[config.mk]
export PLATFORM = sky130hd
export DESIGN_NAME = tmc_config_bank
export DESIGN_NICKNAME = d
export VERILOG_FILES = /design/src/rtl/tmc_pkg.sv /design/src/rtl/tmc_reg_if.sv /design/src/rtl/tmc_wb_slave.sv /design/src/rtl/tmc_config_bank.sv
export SDC_FILE = /design/constraint.sdc
export NUM_CORES = 1
export LEC_CHECK = 0
export ABC_CLOCK_PERIOD_IN_PS = 6000
export BUFFER_PORTS_ARGS = -buffer_cell sky130_fd_sc_hd__buf_2
export CORE_MARGIN = 1
export CORE_UTILIZATION = 35
export CTS_CLUSTER_DIAMETER = 30
export DETAILED_ROUTE_END_ITERATION = 8
export MAX_ROUTING_LAYER = met4
export PLACE_DENSITY_LB_ADDON = 0.3
export RECOVER_POWER = 50
export SLEW_MARGIN = 20
export SYNTH_ARGS = -nofsm -noshare
export SYNTH_HDL_FRONTEND = slang
export SYNTH_HIERARCHICAL = 1
export SYNTH_SLANG_ARGS = --single-unit
[constraint.sdc]
create_clock -name ref_clk -period 6 [get_ports ref_clk]
set_clock_uncertainty 0.1 [all_clocks]
set_input_delay 0.6 -clock ref_clk [delete_from_list [all_inputs] [get_ports ref_clk]]
set_output_delay 0.6 -clock ref_clk [all_outputs]
set_load 0.01 [all_outputs]
[src/rtl/tmc_pkg.sv]
/*
 * Shared constants for the thermal monitor configuration bank: register
 * indices, field positions, reset values, pin roles and limit helpers.
 * Assumes a byte-wide register space where each register sits in one
 * 32-bit word at byte address four times its index.
 */
package tmc_pkg;

   ////////////////////////////////////////////////////////////////////////////
   // Register indices (byte address = index * 4)
   localparam logic [7:0] IDX_CFG     = 8'h7d;
   localparam logic [7:0] IDX_TEST1   = 8'h7e;
   localparam logic [7:0] IDX_TEST2   = 8'h7f;
   localparam logic [7:0] IDX_MAXSPD0 = 8'h38;
   localparam logic [7:0] IDX_LIMIT0  = 8'h6a;
   localparam logic [7:0] IDX_CTRL    = 8'h40;
   localparam logic [7:0] IDX_GPIO    = 8'h41;
   localparam logic [7:0] IDX_STATUS  = 8'h42;

   localparam int unsigned NUM_CH  = 3;
   localparam int unsigned ADR_LSB = 2;

   ////////////////////////////////////////////////////////////////////////////
   // Field positions
   localparam int unsigned CFG_PIN_LSB   = 0;
   localparam int unsigned CFG_THERMAL_LIMIT_PIN_DIS = 2;
   localparam int unsigned CFG_MAXSPD    = 3;
   localparam int unsigned CFG_BYP_LSB   = 4;
   localparam int unsigned CTRL_LOCK     = 0;
   localparam int unsigned CTRL_TWOS     = 1;
   localparam int unsigned GPIO_DIR      = 0;
   localparam int unsigned GPIO_OUT      = 1;

   ////////////////////////////////////////////////////////////////////////////
   // Reset values and fixed codes
   localparam logic [7:0] CFG_RESET     = 8'h00;
   localparam logic [7:0] TEST_RESET    = 8'h00;
   localparam logic [7:0] CTRL_RESET    = 8'h00;
   localparam logic [7:0] GPIO_RESET    = 8'h00;
   localparam logic [7:0] LIMIT_RESET   = 8'h00;
   localparam logic [7:0] MAXSPD_RESET  = 8'hff;
   localparam logic [7:0] FULL_SPEED    = 8'hff;
   localparam logic [7:0] LIMIT_OFF_OFS = 8'h00;   // -64 C in offset-64 coding
   localparam logic [7:0] LIMIT_OFF_TWO = 8'h80;   // -128 C in two's complement

   typedef enum logic [1:0] {
      PIN_TACH  = 2'b00,
      PIN_THERMAL_LIMIT_PIN = 2'b01,
      PIN_ALERT = 2'b10,
      PIN_GPIO  = 2'b11
   } tmc_pin_role_t;

   ////////////////////////////////////////////////////////////////////////////
   // Limit helpers
   function automatic logic limit_off(input logic [7:0] limit, input logic twos);
      limit_off = (limit == (twos ? LIMIT_OFF_TWO : LIMIT_OFF_OFS));
   endfunction : limit_off

   function automatic logic limit_hit(input logic [7:0] temp, input logic [7:0] limit,
                                      input logic twos);
      if (limit_off(limit, twos)) begin
         limit_hit = 1'b0;
      end else if (twos) begin
         limit_hit = $signed(temp) > $signed(limit);
      end else begin
         limit_hit = temp > limit;
      end
   endfunction : limit_hit

endpackage : tmc_pkg

[src/rtl/tmc_reg_if.sv]
/*
 * Register access carrier between the bus slave and the register bank.
 * Assumes one clock; wr is a one-cycle strobe, rdata is combinational.
 */
interface tmc_reg_if;
   logic       wr;
   logic [7:0] idx;
   logic [7:0] wdata;
   logic [7:0] rdata;

   modport bus  (output wr, output idx, output wdata, input rdata);
   modport regs (input wr, input idx, input wdata, output rdata);
endinterface : tmc_reg_if

[src/rtl/tmc_wb_slave.sv]
/*
 * Classic Wishbone slave front end for the configuration bank.
 * Assumes a single-cycle master that holds its request until ack.
 * Ack follows one cycle after the request is seen; writes land on the
 * edge where the master samples ack.
 */
module tmc_wb_slave (
   input  wire logic        ref_clk,   // System clock
   input  wire logic        resetn,    // Synchronous reset, active low
   input  wire logic        wb_cyc_i,  // Bus cycle
   input  wire logic        wb_stb_i,  // Strobe
   input  wire logic        wb_we_i,   // Write enable
   input  wire logic [9:0]  wb_adr_i,  // Byte address
   input  wire logic [3:0]  wb_sel_i,  // Byte lanes
   input  wire logic [31:0] wb_dat_i,  // Write data
   output logic      [31:0] wb_dat_o,  // Read data
   output logic             wb_ack_o,  // Acknowledge
   tmc_reg_if.bus           rf         // Register bank side
);

   logic aligned;
   logic req;

   assign aligned  = (wb_adr_i[tmc_pkg::ADR_LSB-1:0] == 2'h0);
   assign req      = wb_cyc_i & wb_stb_i;
   assign rf.idx   = wb_adr_i[9:tmc_pkg::ADR_LSB];
   assign rf.wdata = wb_dat_i[7:0];
   // Narrow registers live in lane 0; other lanes alone write nothing
   assign rf.wr    = req & wb_ack_o & wb_we_i & wb_sel_i[0] & aligned;

   always_ff @(posedge ref_clk) begin
      if (!resetn) begin
         wb_ack_o <= 1'b0;
      end else begin
         wb_ack_o <= req & ~wb_ack_o;
      end
   end

   always_ff @(posedge ref_clk) begin
      if (!resetn) begin
         wb_dat_o <= 32'h0000_0000;
      end else if (req & ~wb_ack_o) begin
         wb_dat_o <= aligned ? {24'h00_0000, rf.rdata} : 32'h0000_0000;
      end
   end

endmodule : tmc_wb_slave

[src/rtl/tmc_config_bank.sv]
/*
 * Configuration bank of a thermal and voltage monitor: pin role routing,
 * overtemperature output, fan response and attenuator bypass, plus two
 * read-only factory test registers.
 * Assumes temperatures and fan duties come from logic on ref_clk, and that
 * the multi-function pin is resolved outside from output and enable.
 */
// The Wishbone register port is this design's own decision.
module tmc_config_bank (
   input  wire logic            ref_clk,          // System clock, 100 MHz
   input  wire logic            resetn,           // Synchronous reset, active low
   input  wire logic            wb_cyc_i,         // Wishbone cycle
   input  wire logic            wb_stb_i,         // Wishbone strobe
   input  wire logic            wb_we_i,          // Wishbone write enable
   input  wire logic [9:0]      wb_adr_i,         // Wishbone byte address
   input  wire logic [3:0]      wb_sel_i,         // Wishbone byte lanes
   input  wire logic [31:0]     wb_dat_i,         // Wishbone write data
   output logic      [31:0]     wb_dat_o,         // Wishbone read data
   output logic                 wb_ack_o,         // Wishbone acknowledge
   input  wire logic [2:0][7:0] temp_i,           // Measured temperatures
   input  wire logic [2:0][7:0] fan_duty_i,       // Duty from the fan loop
   input  wire logic            alert_req_i,      // Alert request from status logic
   input  wire logic            mf_pin_i,         // Multi-function pin level
   output logic                 mf_pin_o,         // Multi-function pin drive
   output logic                 mf_pin_oe_n,      // Pin enable, low drives
   output logic                 fan_tach_four_o,  // Tach four, synchronised
   output logic [2:0][7:0]      fan_duty_o,       // Duty to the fan drivers
   output logic                 overtemp_o,       // Overtemperature, active high
   output logic [3:0]           att_bypass_o      // Attenuator bypass per rail
);

   ////////////////////////////////////////////////////////////////////////////
   // Register storage

   tmc_reg_if rf ();

   logic [7:0]      cfg_r;
   logic [7:0]      test1_r;
   logic [7:0]      test2_r;
   logic [7:0]      ctrl_r;
   logic [7:0]      gpio_r;
   logic [2:0][7:0] limit_r;
   logic [2:0][7:0] maxspd_r;
   logic            pin_s1_r;
   logic            pin_s2_r;
   logic [2:0]      ch_hit;
   logic            ovt_nxt;
   logic            locked;
   logic            twos;
   logic            cfg_wr;

   tmc_pkg::tmc_pin_role_t role;

   tmc_wb_slave u_slave (
      .ref_clk  (ref_clk),
      .resetn   (resetn),
      .wb_cyc_i (wb_cyc_i),
      .wb_stb_i (wb_stb_i),
      .wb_we_i  (wb_we_i),
      .wb_adr_i (wb_adr_i),
      .wb_sel_i (wb_sel_i),
      .wb_dat_i (wb_dat_i),
      .wb_dat_o (wb_dat_o),
      .wb_ack_o (wb_ack_o),
      .rf       (rf.bus)
   );

   assign locked = ctrl_r[tmc_pkg::CTRL_LOCK];
   assign twos   = ctrl_r[tmc_pkg::CTRL_TWOS];
   assign role   = tmc_pkg::tmc_pin_role_t'(cfg_r[tmc_pkg::CFG_PIN_LSB +: 2]);
   assign cfg_wr = rf.wr && (rf.idx == tmc_pkg::IDX_CFG) && !locked;

   always_ff @(posedge ref_clk) begin
      if (!resetn) begin
         cfg_r <= tmc_pkg::CFG_RESET;
      end else if (cfg_wr) begin
         cfg_r <= rf.wdata;
      end
   end

   // Factory test registers hold their reset value; writes are dropped
   always_ff @(posedge ref_clk) begin
      if (!resetn) begin
         test1_r <= tmc_pkg::TEST_RESET;
         test2_r <= tmc_pkg::TEST_RESET;
      end
   end

   // Lock is sticky until reset, so software cannot unlock itself
   always_ff @(posedge ref_clk) begin
      if (!resetn) begin
         ctrl_r <= tmc_pkg::CTRL_RESET;
      end else if (rf.wr && (rf.idx == tmc_pkg::IDX_CTRL) && !locked) begin
         ctrl_r <= rf.wdata;
      end
   end

   always_ff @(posedge ref_clk) begin
      if (!resetn) begin
         gpio_r <= tmc_pkg::GPIO_RESET;
      end else if (rf.wr && (rf.idx == tmc_pkg::IDX_GPIO)) begin
         gpio_r <= rf.wdata;
      end
   end

   always_ff @(posedge ref_clk) begin
      if (!resetn) begin
         for (int i = 0; i < tmc_pkg::NUM_CH; i++) begin
            limit_r[i]  <= tmc_pkg::LIMIT_RESET;
            maxspd_r[i] <= tmc_pkg::MAXSPD_RESET;
         end
      end else if (rf.wr) begin
         for (int i = 0; i < tmc_pkg::NUM_CH; i++) begin
            if (rf.idx == tmc_pkg::IDX_LIMIT0 + 8'(i)) begin
               limit_r[i] <= rf.wdata;
            end
            if (rf.idx == tmc_pkg::IDX_MAXSPD0 + 8'(i)) begin
               maxspd_r[i] <= rf.wdata;
            end
         end
      end
   end

   ////////////////////////////////////////////////////////////////////////////
   // Read mux

   always_comb begin
      rf.rdata = 8'h00;
      case (rf.idx)
         tmc_pkg::IDX_CFG:    rf.rdata = cfg_r;
         tmc_pkg::IDX_TEST1:  rf.rdata = test1_r;
         tmc_pkg::IDX_TEST2:  rf.rdata = test2_r;
         tmc_pkg::IDX_CTRL:   rf.rdata = ctrl_r;
         tmc_pkg::IDX_GPIO:   rf.rdata = {5'h00, pin_s2_r, gpio_r[1:0]};
         tmc_pkg::IDX_STATUS: rf.rdata = {3'h0, ch_hit, pin_s2_r, overtemp_o};
         default: begin
            for (int i = 0; i < tmc_pkg::NUM_CH; i++) begin
               if (rf.idx == tmc_pkg::IDX_LIMIT0 + 8'(i)) begin
                  rf.rdata = limit_r[i];
               end
               if (rf.idx == tmc_pkg::IDX_MAXSPD0 + 8'(i)) begin
                  rf.rdata = maxspd_r[i];
               end
            end
         end
      endcase
   end

   ////////////////////////////////////////////////////////////////////////////
   // Pin input synchroniser

   always_ff @(posedge ref_clk) begin
      if (!resetn) begin
         pin_s1_r <= 1'b1;
         pin_s2_r <= 1'b1;
      end else begin
         pin_s1_r <= mf_pin_i;
         pin_s2_r <= pin_s1_r;
      end
   end

   ////////////////////////////////////////////////////////////////////////////
   // Overtemperature and fan response

   always_comb begin
      for (int i = 0; i < tmc_pkg::NUM_CH; i++) begin
         ch_hit[i] = tmc_pkg::limit_hit(temp_i[i], limit_r[i], twos);
      end
   end

   assign ovt_nxt = (|ch_hit) && !cfg_r[tmc_pkg::CFG_THERMAL_LIMIT_PIN_DIS];

   always_ff @(posedge ref_clk) begin
      if (!resetn) begin
         overtemp_o <= 1'b0;
      end else begin
         overtemp_o <= ovt_nxt;
      end
   end

   // Decided from the same next value so fans and flag move together
   always_ff @(posedge ref_clk) begin
      if (!resetn) begin
         fan_duty_o <= '0;
      end else begin
         for (int i = 0; i < tmc_pkg::NUM_CH; i++) begin
            if (!ovt_nxt) begin
               fan_duty_o[i] <= fan_duty_i[i];
            end else if (cfg_r[tmc_pkg::CFG_MAXSPD]) begin
               fan_duty_o[i] <= maxspd_r[i];
            end else begin
               fan_duty_o[i] <= tmc_pkg::FULL_SPEED;
            end
         end
      end
   end

   // Bypassed rails read 0x00..0xff over 0 to 2.25 V in the front end
   always_ff @(posedge ref_clk) begin
      if (!resetn) begin
         att_bypass_o <= 4'h0;
      end else begin
         att_bypass_o <= cfg_r[tmc_pkg::CFG_BYP_LSB +: 4];
      end
   end

   ////////////////////////////////////////////////////////////////////////////
   // Multi-function pin routing

   always_ff @(posedge ref_clk) begin
      if (!resetn) begin
         fan_tach_four_o <= 1'b0;
      end else begin
         fan_tach_four_o <= (role == tmc_pkg::PIN_TACH) ? pin_s2_r : 1'b0;
      end
   end

   // Thermal and alert roles are open drain: only ever pull low
   always_ff @(posedge ref_clk) begin
      if (!resetn) begin
         mf_pin_o    <= 1'b0;
         mf_pin_oe_n <= 1'b1;
      end else begin
         unique case (role)
            tmc_pkg::PIN_TACH: begin
               mf_pin_o    <= 1'b0;
               mf_pin_oe_n <= 1'b1;
            end
            tmc_pkg::PIN_THERMAL_LIMIT_PIN: begin
               mf_pin_o    <= 1'b0;
               mf_pin_oe_n <= !ovt_nxt;
            end
            tmc_pkg::PIN_ALERT: begin
               mf_pin_o    <= 1'b0;
               mf_pin_oe_n <= !alert_req_i;
            end
            tmc_pkg::PIN_GPIO: begin
               mf_pin_o    <= gpio_r[tmc_pkg::GPIO_OUT];
               mf_pin_oe_n <= !gpio_r[tmc_pkg::GPIO_DIR];
            end
         endcase
      end
   end
endmodule : tmc_config_bank

==> flow_summary.ini <==
[final_layout]
stdcell_count = 1009
fillers = 1746
nets = 909
syn2layout_area_growth_pct = 13.0
antenna_cells = 0
drive_above_1_share_pct = 13.1

[route]
vias_per_cell = 5.02
wire_per_inst_microns = 16.4
drc = 0
finalWirelength_microns = 16600
first_pass_iters = 5
dr.first_iter.drc_count = 325
postRouteAntennaNets = 0
vias = 5063

[critical_path]
critPathLaunch = resetn
r2r_start = limit_r[7]
crit_arrival_ps = 3660
regToRegSetupSlack_ps = 3250
cp-start-kind = input pin
cp_max_fo = 78
cp.required_ps = 6190
crit_type = input pin to flop
end_kind = flop

[power_and_ir_drop]
p_per_area_nw_per_um2 = 226
p_leak_uw = 0.00267
ir_drop_v = 0.000146

[timing]
tightest_slew_ps = 2490
finalSetupViolCount = 0
fmax_mhz = 288
relSlewSlack_pct = -65.8
setup_tns_ps = 0
rsz0062_at_grt = no
finalCritPeriodShare_pct = 57.9
finalHoldViolCount = 0
period_minus_slack_ps = 3470
final_max_slew_viol_count = 65

[grt]
use_met1_pct = 24.2
grt_pass1_wl_microns = 25700
gr-total-overflow = 0
grtUsageMet3_pct = 4.14
grt_use_total_pct = 19.5
use_met2_pct = 31.1
busiest_layer = met2
grt_max_degree = 79
antenna_found_initial = 0
grt_pass1_vias = 4661

[clock_tree]
postCtsResizedCells = 0
cts_tree = yes
clk_pin_slew_ps = 70
clock_path_buffers = 2
cts_made_buffers = 9
h-tree-depth = 3
cts_setup_buffers = 0
clock_sink_count = 109
clock-root-buffer = clkbuf_16
ctsHoldBuffers = 0
clock_latency_ps = 360

[yosys]
yosysSeqAreaShare_pct = 36.6
yosys_warnings = 6
synth_edf_count = 0
netlist_instances = 717
netlist_area_sq_um = 5960
synth_adder_area_share_pct = 5.04
avgSynthCellArea_sq_um = 8.31
synth_top_family_by_area = simple AND/OR/NAND/NOR gates
synth_compound_area_share_pct = 11.8
synth.top_cells.by_count = 123 x nand2_1, 109 x dfxtp_1, 63 x mux2i_1
async_flop_share_pct = 0
synth.distinct_cells = 54
synth_xor_xnor_area_share_pct = 0.441
synth_mux_area_share_pct = 11.2
ys.flop_type = dfxtp_1
synth.most_common_cell = nand2_1
synth-seq-cells = 109
synth_top_area_cell = dfxtp_1
netlist.area_leader.share_pct = 36.6
synthTopCellsByArea = dfxtp_1 37%, mux2i_1 11%, nand2_1 7.8%
synth-simple-area-share_pct = 24.6

[worst_hold_path]
hp-start = pin_s1_r
hold_class = flop to flop

[placed_design]
dp.cells = 992
gp_congestion = 0.917
dp.final_hpwl_microns = 12100
portBuffers = 114

[outcome]
violations = capacitance limit, slew limit
status = complete, but fails checks

[die]
dieWidth_microns = 132
io_pins = 166
core_area_sq_um = 16600
start_util_pct = 35.9
fp.dieArea_sq_um = 17500
die_h_microns = 132
rows = 47

[job]
drv_cap = 1
-- cell families after synthesis --
logic type | count (synthesis)
AOI/OAI and AO/OA | 110
muxes | 66
other | 1
xor gates and xnor gates | 3
adders and majority gates | 24
buffers and inverters | 113
DFF | 109
and+or+nand+nor | 291
-- critical path, stage by stage --
cell      delay, ps
clkbuf_1       1730
buf_4           780
o21ai_0         290
mux2i_1         180
-- metal layers --
metal  part of all wire, %  vias up
met2                    47      160
met4                   2.6        0
met1                    45     2325
met3                   5.4       28
met5                     0        -
li1                      -     2550
-- state kept, by name, indices dropped and copies added, names as in the netlist --
name	flops
att_bypass_o	4
cfg_r	8
ctrl_r	8
fan_duty_o	24
fan_tach_four_o	1
gpio_r	2
limit_r	24
maxspd_r	24
mf_pin_o	1
mf_pin_oe_n	1
overtemp_o	1
pin_s1_r	1
pin_s2_r	1
u_slave/wb_ack_o	1
u_slave/wb_dat_o	8
-- stage by stage --
stage               area (sq um)  power (uW)  setup WS (ps)  hold WS (ps)  util [%]
global placement            6430         884           2750           297      38.8
CTS                         6760        1540           2950           330      40.8
detailed placement          6430         884           2730           318      38.8
global route                6730        1580           2200           334      40.6
finish                      6730        1520           2530           331      40.6
floorplan                   6040         849           3340           286         -
-- layout make-up --
class | instances | area, sq um | share of cell area [%]
Multi-Input combinational cell | 518 | 3270 | 48.6
Sequential cell | 109 | 2180 | 32.4
Timing Repair Buffer | 118 | 568 | 8.44
Tap cell | 220 | 275 | 4.09
Clock buffer | 9 | 225 | 3.35
Clock inverter | 7 | 105 | 1.56
Inverter | 28 | 105 | 1.56
-- power by group --
part | internal (uW) | switching [uW] | leakage (uW)
Sequential | 733 | 2.86 | 0.000886
Clock | 372 | 286 | 0.000158
Combinational | 49.8 | 80.6 | 0.00163
-- final timing paths --
| kind | end | cells after the start |
|---|---|---|
| min reg2reg | pin_s2_r | 1 |
| min | pin_s2_r | 1 |
| max reg2reg | fan_duty_o[5] | 10 |
| max | fan_duty_o[15] | 4 |
-- cells in the final DEF, fill, tap and decap left out, drive strengths merged, types with 4 or more instances in the layout --
| cell type | n |
|---|---|
| buf | 76 |
| a21oi | 15 |
| and2 | 7 |
| nor2b | 30 |
| nand4bb | 9 |
| nand4 | 4 |
| conb | 24 |
| inv | 30 |
| nor2 | 23 |
| o21ai | 39 |
| a221oi | 4 |
| o211ai | 5 |
| mux2i | 63 |
| dfxtp | 109 |
| nand2 | 123 |
| clkbuf | 51 |
| a22oi | 10 |
| a211oi | 4 |
| nor4 | 4 |
| ha | 24 |
| and3 | 5 |
| nand3 | 59 |
| a21boi | 16 |
| nor3 | 11 |
(Power assumes the default switching activity.)
